**config.mk**
```make
export PLATFORM = sky130hd
export DESIGN_NAME = iqgm_top
export DESIGN_NICKNAME = d
export VERILOG_FILES = /design/src/core/iqgm_pkg.sv /design/src/core/iqgm_gain_scale.sv /design/src/core/iqgm_coarse_mixer.sv /design/src/core/iqgm_top.sv
export SDC_FILE = /design/constraint.sdc
export NUM_CORES = 2
export LEC_CHECK = 0
export BUFFER_PORTS_ARGS = -buffer_cell sky130_fd_sc_hd__clkbuf_2
export CORE_UTILIZATION = 30
export DETAILED_ROUTE_END_ITERATION = 6
export GPL_ROUTABILITY_DRIVEN = 0
export PLACE_DENSITY_LB_ADDON = 0.15
export RECOVER_POWER = 25
export SYNTH_ARGS = -nofsm -noshare
export SYNTH_HDL_FRONTEND = slang
export SYNTH_SLANG_ARGS = --single-unit
```
**constraint.sdc**
```tcl
create_clock -name clk_i -period 11.9 [get_ports clk_i]
set_clock_uncertainty 0.15 [all_clocks]
set_input_delay 0.595 -clock clk_i [delete_from_list [all_inputs] [get_ports clk_i]]
set_output_delay 0.595 -clock clk_i [all_outputs]
set_load 0.005 [all_outputs]
```
**src/core/iqgm_pkg.sv**
```systemverilog
/*
 * Constants, types and helper functions for the quadrature gain and coarse mixer block.
 * Assumes a 32-bit classic Wishbone register bus and 16-bit signed I/Q samples.
 */
// Functional notes
// [RULE_01] In-phase samples scaled by 11-bit unsigned gain.
// [RULE_02] Quadrature samples scaled by separate 11-bit gain.
// [RULE_03] Gain binary point between bits 9 and 10.
// [RULE_04] Mixer bit 15 Fs/8, bit 14 Fs/4.
// [RULE_05] Mixer bit 13 Fs/2, bit 12 minus Fs/4.
// [RULE_06] Selected mixer stages combine into n times Fs/8.
// [RULE_07] Mixer select field resets to all zeros.
// [RULE_08] In-phase gain register resets to 0x0400.
// [RULE_09] Mixer and quadrature gain register resets 0x0400.
// [RULE_10] Reserved word at 0x0B resets to zero.
// [RULE_11] Gains take effect only on phase register write.
// [RULE_12] Round and saturate products to 16 bits.
package iqgm_pkg;

	// Register indices; the byte address is four times the index.
	localparam logic [7:0] IQGM_IDX_RSVD_B = 8'h0b;
	localparam logic [7:0] IQGM_IDX_IGAIN = 8'h0c;
	localparam logic [7:0] IQGM_IDX_MIXQ = 8'h0d;
	localparam logic [7:0] IQGM_IDX_RSVD_E = 8'h0e;
	localparam logic [7:0] IQGM_IDX_PHASE = 8'h10;
	localparam logic [7:0] IQGM_IDX_STATUS = 8'h1e;
	localparam int IQGM_ADR_LSB = 2;

	// Reset values.
	localparam logic [15:0] IQGM_RST_RSVD_B = 16'h0000;
	localparam logic [15:0] IQGM_RST_IGAIN = 16'h0400;
	localparam logic [15:0] IQGM_RST_MIXQ = 16'h0400;
	localparam logic [15:0] IQGM_RST_RSVD_E = 16'h0400;
	localparam logic [15:0] IQGM_RST_PHASE = 16'h0000;

	// Field layout.
	localparam int IQGM_GAIN_W = 11;
	localparam int IQGM_GAIN_FRAC = 10;
	localparam int IQGM_MIX_LSB = 12;
	localparam int IQGM_MIX_W = 4;
	localparam int IQGM_MIX_FS8 = 3;
	localparam int IQGM_MIX_FS4 = 2;
	localparam int IQGM_MIX_FS2 = 1;
	localparam int IQGM_MIX_NFS4 = 0;
	localparam int IQGM_PHASE_W = 14;
	localparam int IQGM_STAT_QGAIN_LSB = 16;
	localparam int IQGM_STAT_PHASE_LSB = 28;

	// Writable bits of the stored words; reserved bits are never stored and read zero.
	localparam logic [15:0] IQGM_KEEP_IGAIN = 16'h07ff;
	localparam logic [15:0] IQGM_KEEP_MIXQ = 16'hf7ff;
	localparam logic [15:0] IQGM_KEEP_PHASE = 16'h3fff;

	// Mixer phase steps in units of Fs/8, modulo eight.
	localparam logic [2:0] IQGM_STEP_FS8 = 3'h1;
	localparam logic [2:0] IQGM_STEP_FS4 = 3'h2;
	localparam logic [2:0] IQGM_STEP_FS2 = 3'h4;
	localparam logic [2:0] IQGM_STEP_NFS4 = 3'h6;

	// Cosine of 45 degrees in Q15, its fraction width and the sample width.
	localparam logic signed [16:0] IQGM_COS45 = 17'sh05a82;
	localparam int IQGM_COS_FRAC = 15;
	localparam int IQGM_SAMPLE_W = 16;

	// Bus slave states, one-hot.
	typedef enum logic [1:0] {
		IQGM_BUS_IDLE = 2'b01,
		IQGM_BUS_ACK = 2'b10
	} iqgm_bus_state_type;

	// Clamps a wide signed value to the 16-bit sample range.
	function automatic logic signed [15:0] iqgm_sat16(input logic signed [33:0] v);
		logic signed [15:0] r;
		r = 16'sh0000;
		if (v > 34'sh0_0000_7fff) begin
			r = 16'sh7fff;
		end else if (v < -34'sh0_0000_8000) begin
			r = -16'sh8000;
		end else begin
			r = v[15:0];
		end
		return r;
	endfunction

endpackage

```
**src/core/iqgm_gain_scale.sv**
```systemverilog
/*
 * One channel of gain correction: signed sample times unsigned 11-bit gain.
 * Assumes the gain word is stable while samples flow; output is registered.
 */
`timescale 1ns/1ns
module iqgm_gain_scale (
	// Clock and reset.
	input wire logic clk_i,
	input wire logic rst_i,
	// Sample and gain.
	input wire logic signed [15:0] sample_i,
	input wire logic [10:0] gain_i,
	output logic signed [15:0] sample_o
);
	import iqgm_pkg::*;

	logic signed [27:0] product;
	logic signed [27:0] rounded;
	logic signed [15:0] sample_next;
	logic signed [15:0] sample_reg;

	// The gain is zero-extended so it multiplies as a positive value.
	assign product = sample_i * $signed({1'b0, gain_i}); // [RULE_01] [RULE_02]
	// Half an output step is added before the shift so the result rounds.
	assign rounded = product + 28'sd512; // [RULE_12]
	// Shifting by ten places the binary point between bits 9 and 10.
	assign sample_next = iqgm_sat16(34'(rounded >>> IQGM_GAIN_FRAC)); // [RULE_03] [RULE_12]

	// Output stage register.
	always_ff @(posedge clk_i) begin
		if (rst_i) begin
			sample_reg <= 16'sh0000;
		end else begin
			sample_reg <= sample_next;
		end
	end

	assign sample_o = sample_reg;
endmodule

```
**src/core/iqgm_coarse_mixer.sv**
```systemverilog
/*
 * Coarse mixer: rotates each I/Q sample by a multiple of 45 degrees per sample.
 * Assumes valid marks each new sample; the phase advances only on valid samples.
 */
`timescale 1ns/1ns
module iqgm_coarse_mixer (
	// Clock and reset.
	input wire logic clk_i,
	input wire logic rst_i,
	// Control.
	input wire logic [3:0] mode_i,
	// Samples in.
	input wire logic valid_i,
	input wire logic signed [15:0] inphase_i,
	input wire logic signed [15:0] quad_i,
	// Samples out.
	output logic signed [15:0] inphase_o,
	output logic signed [15:0] quad_o,
	output logic [2:0] phase_o
);
	import iqgm_pkg::*;

	logic [2:0] step;
	logic [2:0] phase_reg;
	logic [2:0] phase_next;
	logic signed [33:0] diff_prod;
	logic signed [33:0] sum_prod;
	logic signed [15:0] odd_i;
	logic signed [15:0] odd_q;
	logic signed [15:0] base_i;
	logic signed [15:0] base_q;
	logic signed [15:0] neg_i;
	logic signed [15:0] neg_q;
	logic signed [15:0] inphase_next;
	logic signed [15:0] quad_next;
	logic signed [15:0] inphase_reg;
	logic signed [15:0] quad_reg;

	// Each enabled stage adds its step; the sum wraps at a full turn.
	assign step = (mode_i[IQGM_MIX_FS8] ? IQGM_STEP_FS8 : 3'h0)
		+ (mode_i[IQGM_MIX_FS4] ? IQGM_STEP_FS4 : 3'h0)
		+ (mode_i[IQGM_MIX_FS2] ? IQGM_STEP_FS2 : 3'h0)
		+ (mode_i[IQGM_MIX_NFS4] ? IQGM_STEP_NFS4 : 3'h0); // [RULE_04] [RULE_05] [RULE_06]
	assign phase_next = valid_i ? phase_reg + step : phase_reg;

	// An odd phase first turns the sample by 45 degrees with rounding.
	assign diff_prod = (34'(inphase_i) - 34'(quad_i)) * 34'(IQGM_COS45)
		+ (34'sd1 <<< (IQGM_COS_FRAC - 1));
	assign sum_prod = (34'(inphase_i) + 34'(quad_i)) * 34'(IQGM_COS45)
		+ (34'sd1 <<< (IQGM_COS_FRAC - 1));
	assign odd_i = iqgm_sat16(diff_prod >>> IQGM_COS_FRAC);
	assign odd_q = iqgm_sat16(sum_prod >>> IQGM_COS_FRAC);
	assign base_i = phase_reg[0] ? odd_i : inphase_i;
	assign base_q = phase_reg[0] ? odd_q : quad_i;
	assign neg_i = iqgm_sat16(-34'(base_i));
	assign neg_q = iqgm_sat16(-34'(base_q));

	// Quarter turns are swaps and negations; a negated -32768 saturates to 32767.
	always_comb begin
		case (phase_reg[2:1])
			2'h1: begin
				inphase_next = neg_q;
				quad_next = base_i;
			end
			2'h2: begin
				inphase_next = neg_i;
				quad_next = neg_q;
			end
			2'h3: begin
				inphase_next = base_q;
				quad_next = neg_i;
			end
			default: begin
				inphase_next = base_i;
				quad_next = base_q;
			end
		endcase
	end

	// Phase accumulator and output registers.
	always_ff @(posedge clk_i) begin
		if (rst_i) begin
			phase_reg <= 3'h0;
			inphase_reg <= 16'sh0000;
			quad_reg <= 16'sh0000;
		end else begin
			phase_reg <= phase_next;
			inphase_reg <= inphase_next;
			quad_reg <= quad_next;
		end
	end

	assign inphase_o = inphase_reg;
	assign quad_o = quad_reg;
	assign phase_o = phase_reg;
endmodule

```
**src/core/iqgm_top.sv**
```systemverilog
/*
 * Quadrature gain correction and coarse mixer with its Wishbone register file.
 * Assumes a classic Wishbone master on the same clock and an upstream source
 * that presents one I/Q sample per cycle with a valid strobe.
 */
// Implementation choice: the Wishbone interface to the registers.
`timescale 1ns/1ns
module iqgm_top (
	// Clock and reset.
	input wire logic clk_i,
	input wire logic rst_i,
	// Wishbone slave.
	input wire logic wb_cyc_i,
	input wire logic wb_stb_i,
	input wire logic wb_we_i,
	input wire logic [7:0] wb_adr_i,
	input wire logic [3:0] wb_sel_i,
	input wire logic [31:0] wb_dat_i,
	output logic [31:0] wb_dat_o,
	output logic wb_ack_o,
	// Samples from the interpolation datapath.
	input wire logic sample_valid_i,
	input wire logic signed [15:0] inphase_i,
	input wire logic signed [15:0] quad_i,
	// Samples toward the two converters.
	output logic sample_valid_o,
	output logic signed [15:0] inphase_converter_o,
	output logic signed [15:0] quadrature_converter_o
);
	import iqgm_pkg::*;

	// Merges the written byte lanes of a 16-bit register into its old value.
	function automatic logic [15:0] merge_lanes(input logic [15:0] old_value,
		input logic [31:0] data, input logic [3:0] sel);
		logic [15:0] r;
		r = old_value;
		if (sel[0]) begin
			r[7:0] = data[7:0];
		end
		if (sel[1]) begin
			r[15:8] = data[15:8];
		end
		return r;
	endfunction

	// Bus handshake state.
	iqgm_bus_state_type bus_state_reg;
	iqgm_bus_state_type bus_state_next;
	logic ack_reg;
	logic [31:0] rdata_reg;
	logic [31:0] rdata_next;

	// Software-visible storage.
	logic [15:0] igain_reg;
	logic [15:0] igain_next;
	logic [15:0] mixq_reg;
	logic [15:0] mixq_next;
	logic [15:0] phase_word_reg;
	logic [15:0] phase_word_next;

	// Gains actually driving the multipliers.
	logic [10:0] active_igain_reg;
	logic [10:0] active_igain_next;
	logic [10:0] active_qgain_reg;
	logic [10:0] active_qgain_next;

	// Decoded bus request.
	logic bus_req;
	logic bus_take;
	logic bus_write;
	logic [7:0] bus_index;
	logic hit_rsvd_b;
	logic hit_igain;
	logic hit_mixq;
	logic hit_rsvd_e;
	logic hit_phase;
	logic hit_status;
	logic commit;

	// Datapath links.
	logic signed [15:0] gained_i;
	logic signed [15:0] gained_q;
	logic [3:0] mix_mode;
	logic [2:0] mix_phase;
	logic valid_gain_reg;
	logic valid_mix_reg;
	logic [31:0] status_word;

	// A request is taken once, in the idle state, and answered the next cycle.
	assign bus_req = wb_cyc_i && wb_stb_i;
	assign bus_take = bus_req && (bus_state_reg == IQGM_BUS_IDLE);
	assign bus_write = bus_take && wb_we_i;
	assign bus_index = {{IQGM_ADR_LSB{1'b0}}, wb_adr_i[7:IQGM_ADR_LSB]};

	// Address decode by register index.
	assign hit_rsvd_b = (bus_index == IQGM_IDX_RSVD_B);
	assign hit_igain = (bus_index == IQGM_IDX_IGAIN);
	assign hit_mixq = (bus_index == IQGM_IDX_MIXQ);
	assign hit_rsvd_e = (bus_index == IQGM_IDX_RSVD_E);
	assign hit_phase = (bus_index == IQGM_IDX_PHASE);
	assign hit_status = (bus_index == IQGM_IDX_STATUS);

	// Bus state sequencing: idle takes, ack answers and returns to idle.
	always_comb begin
		case (bus_state_reg)
			IQGM_BUS_IDLE: begin
				bus_state_next = bus_req ? IQGM_BUS_ACK : IQGM_BUS_IDLE;
			end
			IQGM_BUS_ACK: begin
				bus_state_next = IQGM_BUS_IDLE;
			end
			default: begin
				bus_state_next = IQGM_BUS_IDLE;
			end
		endcase
	end

	// Writes to the gain registers only update the shadow copies; reserved bits stay clear.
	assign igain_next = (bus_write && hit_igain) ?
		(merge_lanes(igain_reg, wb_dat_i, wb_sel_i) & IQGM_KEEP_IGAIN) : igain_reg; // [RULE_08]
	assign mixq_next = (bus_write && hit_mixq) ?
		(merge_lanes(mixq_reg, wb_dat_i, wb_sel_i) & IQGM_KEEP_MIXQ) : mixq_reg; // [RULE_09]

	// The phase word keeps its fourteen documented bits; the top two are reserved.
	assign phase_word_next = (bus_write && hit_phase) ?
		(merge_lanes(phase_word_reg, wb_dat_i, wb_sel_i) & IQGM_KEEP_PHASE) : phase_word_reg;

	// A write to the phase commit register with a low byte lane selected loads both gains together.
	assign commit = bus_write && hit_phase && (wb_sel_i[1:0] != 2'h0); // [RULE_11]
	assign active_igain_next = commit ? igain_reg[IQGM_GAIN_W-1:0] : active_igain_reg; // [RULE_11]
	assign active_qgain_next = commit ? mixq_reg[IQGM_GAIN_W-1:0] : active_qgain_reg; // [RULE_11]

	// The mixer select acts as soon as it is written.
	assign mix_mode = mixq_reg[IQGM_MIX_LSB +: IQGM_MIX_W]; // [RULE_04] [RULE_05]

	// Status shows the gains in force and the running mixer phase.
	assign status_word = {1'b0, mix_phase, 1'b0, active_qgain_reg, 5'h00, active_igain_reg};

	// Read data selection; unmapped words read as zero and are still acknowledged.
	always_comb begin
		rdata_next = 32'h0000_0000;
		if (bus_take && !wb_we_i) begin
			if (hit_rsvd_b) begin
				rdata_next = {16'h0000, IQGM_RST_RSVD_B}; // [RULE_10]
			end else if (hit_igain) begin
				rdata_next = {16'h0000, igain_reg};
			end else if (hit_mixq) begin
				rdata_next = {16'h0000, mixq_reg};
			end else if (hit_rsvd_e) begin
				rdata_next = {16'h0000, IQGM_RST_RSVD_E};
			end else if (hit_phase) begin
				rdata_next = {16'h0000, phase_word_reg};
			end else if (hit_status) begin
				rdata_next = status_word;
			end else begin
				rdata_next = 32'h0000_0000;
			end
		end
	end

	// Bus handshake registers.
	always_ff @(posedge clk_i) begin
		if (rst_i) begin
			bus_state_reg <= IQGM_BUS_IDLE;
			ack_reg <= 1'b0;
			rdata_reg <= 32'h0000_0000;
		end else begin
			bus_state_reg <= bus_state_next;
			ack_reg <= bus_take;
			rdata_reg <= rdata_next;
		end
	end

	// Shadow register file with its documented reset values.
	always_ff @(posedge clk_i) begin
		if (rst_i) begin
			igain_reg <= IQGM_RST_IGAIN; // [RULE_08]
			mixq_reg <= IQGM_RST_MIXQ; // [RULE_07] [RULE_09]
			phase_word_reg <= IQGM_RST_PHASE;
		end else begin
			igain_reg <= igain_next;
			mixq_reg <= mixq_next;
			phase_word_reg <= phase_word_next;
		end
	end

	// Gains in force; unity after reset so the path is transparent.
	always_ff @(posedge clk_i) begin
		if (rst_i) begin
			active_igain_reg <= IQGM_RST_IGAIN[IQGM_GAIN_W-1:0]; // [RULE_08]
			active_qgain_reg <= IQGM_RST_MIXQ[IQGM_GAIN_W-1:0]; // [RULE_09]
		end else begin
			active_igain_reg <= active_igain_next;
			active_qgain_reg <= active_qgain_next;
		end
	end

	// In-phase gain multiplier.
	iqgm_gain_scale u_gain_i (
		.clk_i(clk_i),
		.rst_i(rst_i),
		.sample_i(inphase_i),
		.gain_i(active_igain_reg),
		.sample_o(gained_i)
	); // [RULE_01]

	// Quadrature gain multiplier.
	iqgm_gain_scale u_gain_q (
		.clk_i(clk_i),
		.rst_i(rst_i),
		.sample_i(quad_i),
		.gain_i(active_qgain_reg),
		.sample_o(gained_q)
	); // [RULE_02]

	// Coarse mixer after gain correction.
	iqgm_coarse_mixer u_mixer (
		.clk_i(clk_i),
		.rst_i(rst_i),
		.mode_i(mix_mode),
		.valid_i(valid_gain_reg),
		.inphase_i(gained_i),
		.quad_i(gained_q),
		.inphase_o(inphase_converter_o),
		.quad_o(quadrature_converter_o),
		.phase_o(mix_phase)
	); // [RULE_06]

	// Valid follows the two pipeline stages.
	always_ff @(posedge clk_i) begin
		if (rst_i) begin
			valid_gain_reg <= 1'b0;
			valid_mix_reg <= 1'b0;
		end else begin
			valid_gain_reg <= sample_valid_i;
			valid_mix_reg <= valid_gain_reg;
		end
	end

	assign sample_valid_o = valid_mix_reg;
	assign wb_ack_o = ack_reg;
	assign wb_dat_o = rdata_reg;
endmodule

```
==> metrics.txt <==
result of the run completed; Vias/cell 4.74; most common cell after layout, fill and taps aside sky130_fd_sc_hd__inv_1; fraction of registers with async set or reset after synthesis 0%; Critical Path Max Stage Delay 0.57 ns; initial antenna violation count 7; largest net degree at the start of global routing 58; max reg flops 30; leftover overflow at the end of global routing 0; quantity of hold-fixing buffers added after cts 0; cell with the largest stage delay on the worst path sky130_fd_sc_hd__or4_4; Post-layout nets 4701; utilization after layout 34.3%; number of sinks on the clock net 164; Tot GR Track Use 17.5%; total clock buffers created by CTS 17; post-synthesis sequential area ratio 10.5%; Synth Cell Area 31300 sq um; startpoint kind of the worst setup timing path register; Critical Path Fanout Max 5; number of synthesized register bits 164; data required time of the worst path 12.09 ns; Routed wire per std cell 17.7 um; Global Route met1 Usage 25.3%; Placed Area 34500 sq um; data arrival time of the critical path 11.56 ns; Total Wirelength 91.3 mm; Cell variety after synth 117; maximum clock frequency 88.0 MHz; detailed router's first-iteration violation count 1282; CTS max path bufs 2; residual DRC count 0; via count 24400; flip-flop cell with the highest count after synthesis sky130_fd_sc_hd__dfxtp_1; average size of a mapped cell 8.78 sq um; number of flops mapped to enable cells by yosys 0; Port Buf Inserts 125; most numerous cell on the critical path sky130_fd_sc_hd__a21oi_2; initial core utilization 30.2%; final hold violation count 0; total core area 103000 sq um; Non-Filler Cell Area, Final 35500 sq um; MaxCap Viol Count 0; clock latency at the later pin of the worst-skew pair 0.46 ns; TritonCTS clock tree yes; shortest period the worst path allows 11.37 ns; vertical extent of the die 325 um; layer carrying the most global-route usage met2; Worst-path clk slew 0.10 ns; Syn-to-layout area delta 13.6%; post-route antenna net violation count 0; clock tree root driver cell sky130_fd_sc_hd__clkbuf_16; Cell Rows 118; Placement Setup Slack -0.119 ns; most frequent cells in the layout sky130_fd_sc_hd__inv_1 (595), sky130_fd_sc_hd__fa_1 (445), sky130_fd_sc_hd__ha_1 (412), sky130_fd_sc_hd__nand2_1 (366), sky130_fd_sc_hd__nor2_1 (240); type of the worst setup path register to register; Final period util 95.5%; share of post-route cells with drive strength above 1 12.5%; slew at the pin closest to its max-slew limit 1.23 ns; vias in the first global route 25600; min setup slack post-route 0.532 ns; global-route met2 utilization 28.5%; Synthesis Warnings 0; Post-Route Setup TNS 0 ns; first-pass GRT wire length 147 mm; tightest slew margin relative to the limit 18.0%; number of iterations in the first detailed-routing pass 5; max-slew violation count 0; number of setup violations in the final report 0; Critical Path Sink Type register; met3 demand-to-capacity share in global routing 2.32%; die boundary width 325 um; Min-Delay Path Class input pin to register; maximum level of the CTS H-tree 4; full die area 106000 sq um; count of boundary I/O pins 148; gate count of the mapped netlist 3563; HPWL after DPL 76.8 mm
## synthesized netlist by cell type, types with 18 or more instances
cell                       number  share of area (%)
sky130_fd_sc_hd__dfxtp_1      164                 10
sky130_fd_sc_hd__xor2_1        68                1.9
sky130_fd_sc_hd__a211oi_1      25               0.60
sky130_fd_sc_hd__ha_1         417                 17
sky130_fd_sc_hd__o21a_1        21               0.50
sky130_fd_sc_hd__and2_1       199                4.0
sky130_fd_sc_hd__inv_1        597                7.2
sky130_fd_sc_hd__a21oi_1      130                2.1
sky130_fd_sc_hd__and3_1        22               0.44
sky130_fd_sc_hd__a21o_1        27               0.65
sky130_fd_sc_hd__clkbuf_1     130                1.6
sky130_fd_sc_hd__o21ai_0       50               0.80
sky130_fd_sc_hd__nor3_1        48               0.77
sky130_fd_sc_hd__fa_1         445                 28
sky130_fd_sc_hd__nand2_1      370                4.4
sky130_fd_sc_hd__nand2b_1      18               0.36
sky130_fd_sc_hd__o211ai_1      18               0.43
sky130_fd_sc_hd__nand3_1       50               0.80
sky130_fd_sc_hd__nor2_1       243                2.9
sky130_fd_sc_hd__xnor2_1      104                2.9
sky130_fd_sc_hd__mux2i_1       48                1.5
## final timing paths
kind	to	slack, ns	from	cells past startpoint
hold / removal	valid_gain_reg$_SDFF_PP0_	0.20	sample_valid_i	2
hold reg to reg	wb_dat_o[11]$_SDFF_PP0_	0.29	phase_word_reg[11]$_SDFFE_PP0P_	2
setup reg to reg	u_mixer.quad_o[4]$_SDFF_PP0_	0.53	u_gain_q.sample_o[1]$_SDFF_PP0_	51
setup / recovery	u_mixer.quad_o[4]$_SDFF_PP0_	0.53	u_gain_q.sample_o[1]$_SDFF_PP0_	51
## worst max-delay path: cells and delay by family (launching register included)
| family | cells | cell delay (ns) |
|---|---|---|
| buf+inv | 7 | 0.63 |
| mux | 1 | 0.06 |
| simple gates | 12 | 2.17 |
| flops | 1 | 0.33 |
| fa+ha+maj | 10 | 3.70 |
| xor+xnor | 1 | 0.15 |
| compound gates | 20 | 4.02 |
## final cells by class
cell class	count	area, sq um
Inverter	602	2260
Timing Repair Buffer	318	2040
Multi-Input combinational cell	2654	25600
Fill cell	10800	68000
Clock inverter	15	211
Clock buffer	17	425
Antenna cell	1	2.50
Tap cell	1380	1730
Sequential cell	164	3290
## cell families after synthesis
family	synth area share, %
other	0.0120
xor gates and xnor gates	4.92
adders and majority gates	45.2
AOI/OAI and AO/OA	11.4
DFF	10.5
muxes	2.20
and+or+nand+nor	16.8
buffers and inverters	9.03
## what timing repair did
action / 4_1_cts / 5_1_grt
endpoints found under the setup margin: 25 / 30
gates cloned: 0 / 0
resized for setup: 5 / 82
pin swaps: 0 / 40
setup buffers: 0 / 14
## per-stage QoR
| stage | cells | hold slack, ns |
|---|---|---|
| after floorplan | 3564 | 0.259 |
| after CTS | 5136 | 0.186 |
| after detailed placement | 5104 | 0.272 |
| final | 5151 | 0.201 |
| after global routing | 5151 | 0.190 |
| after global placement | 5104 | 0.279 |
## routing by layer
metal / wire length [um] / share of wire (%)
met3: 3840 / 4.2
met5: 64 / 0.070
met2: 41300 / 45
met1: 45000 / 49
met4: 1140 / 1.3
Power is left out: the tool's default activity adds up to more than one toggle a clock period on the data nets, which glitch-free logic cannot reach.
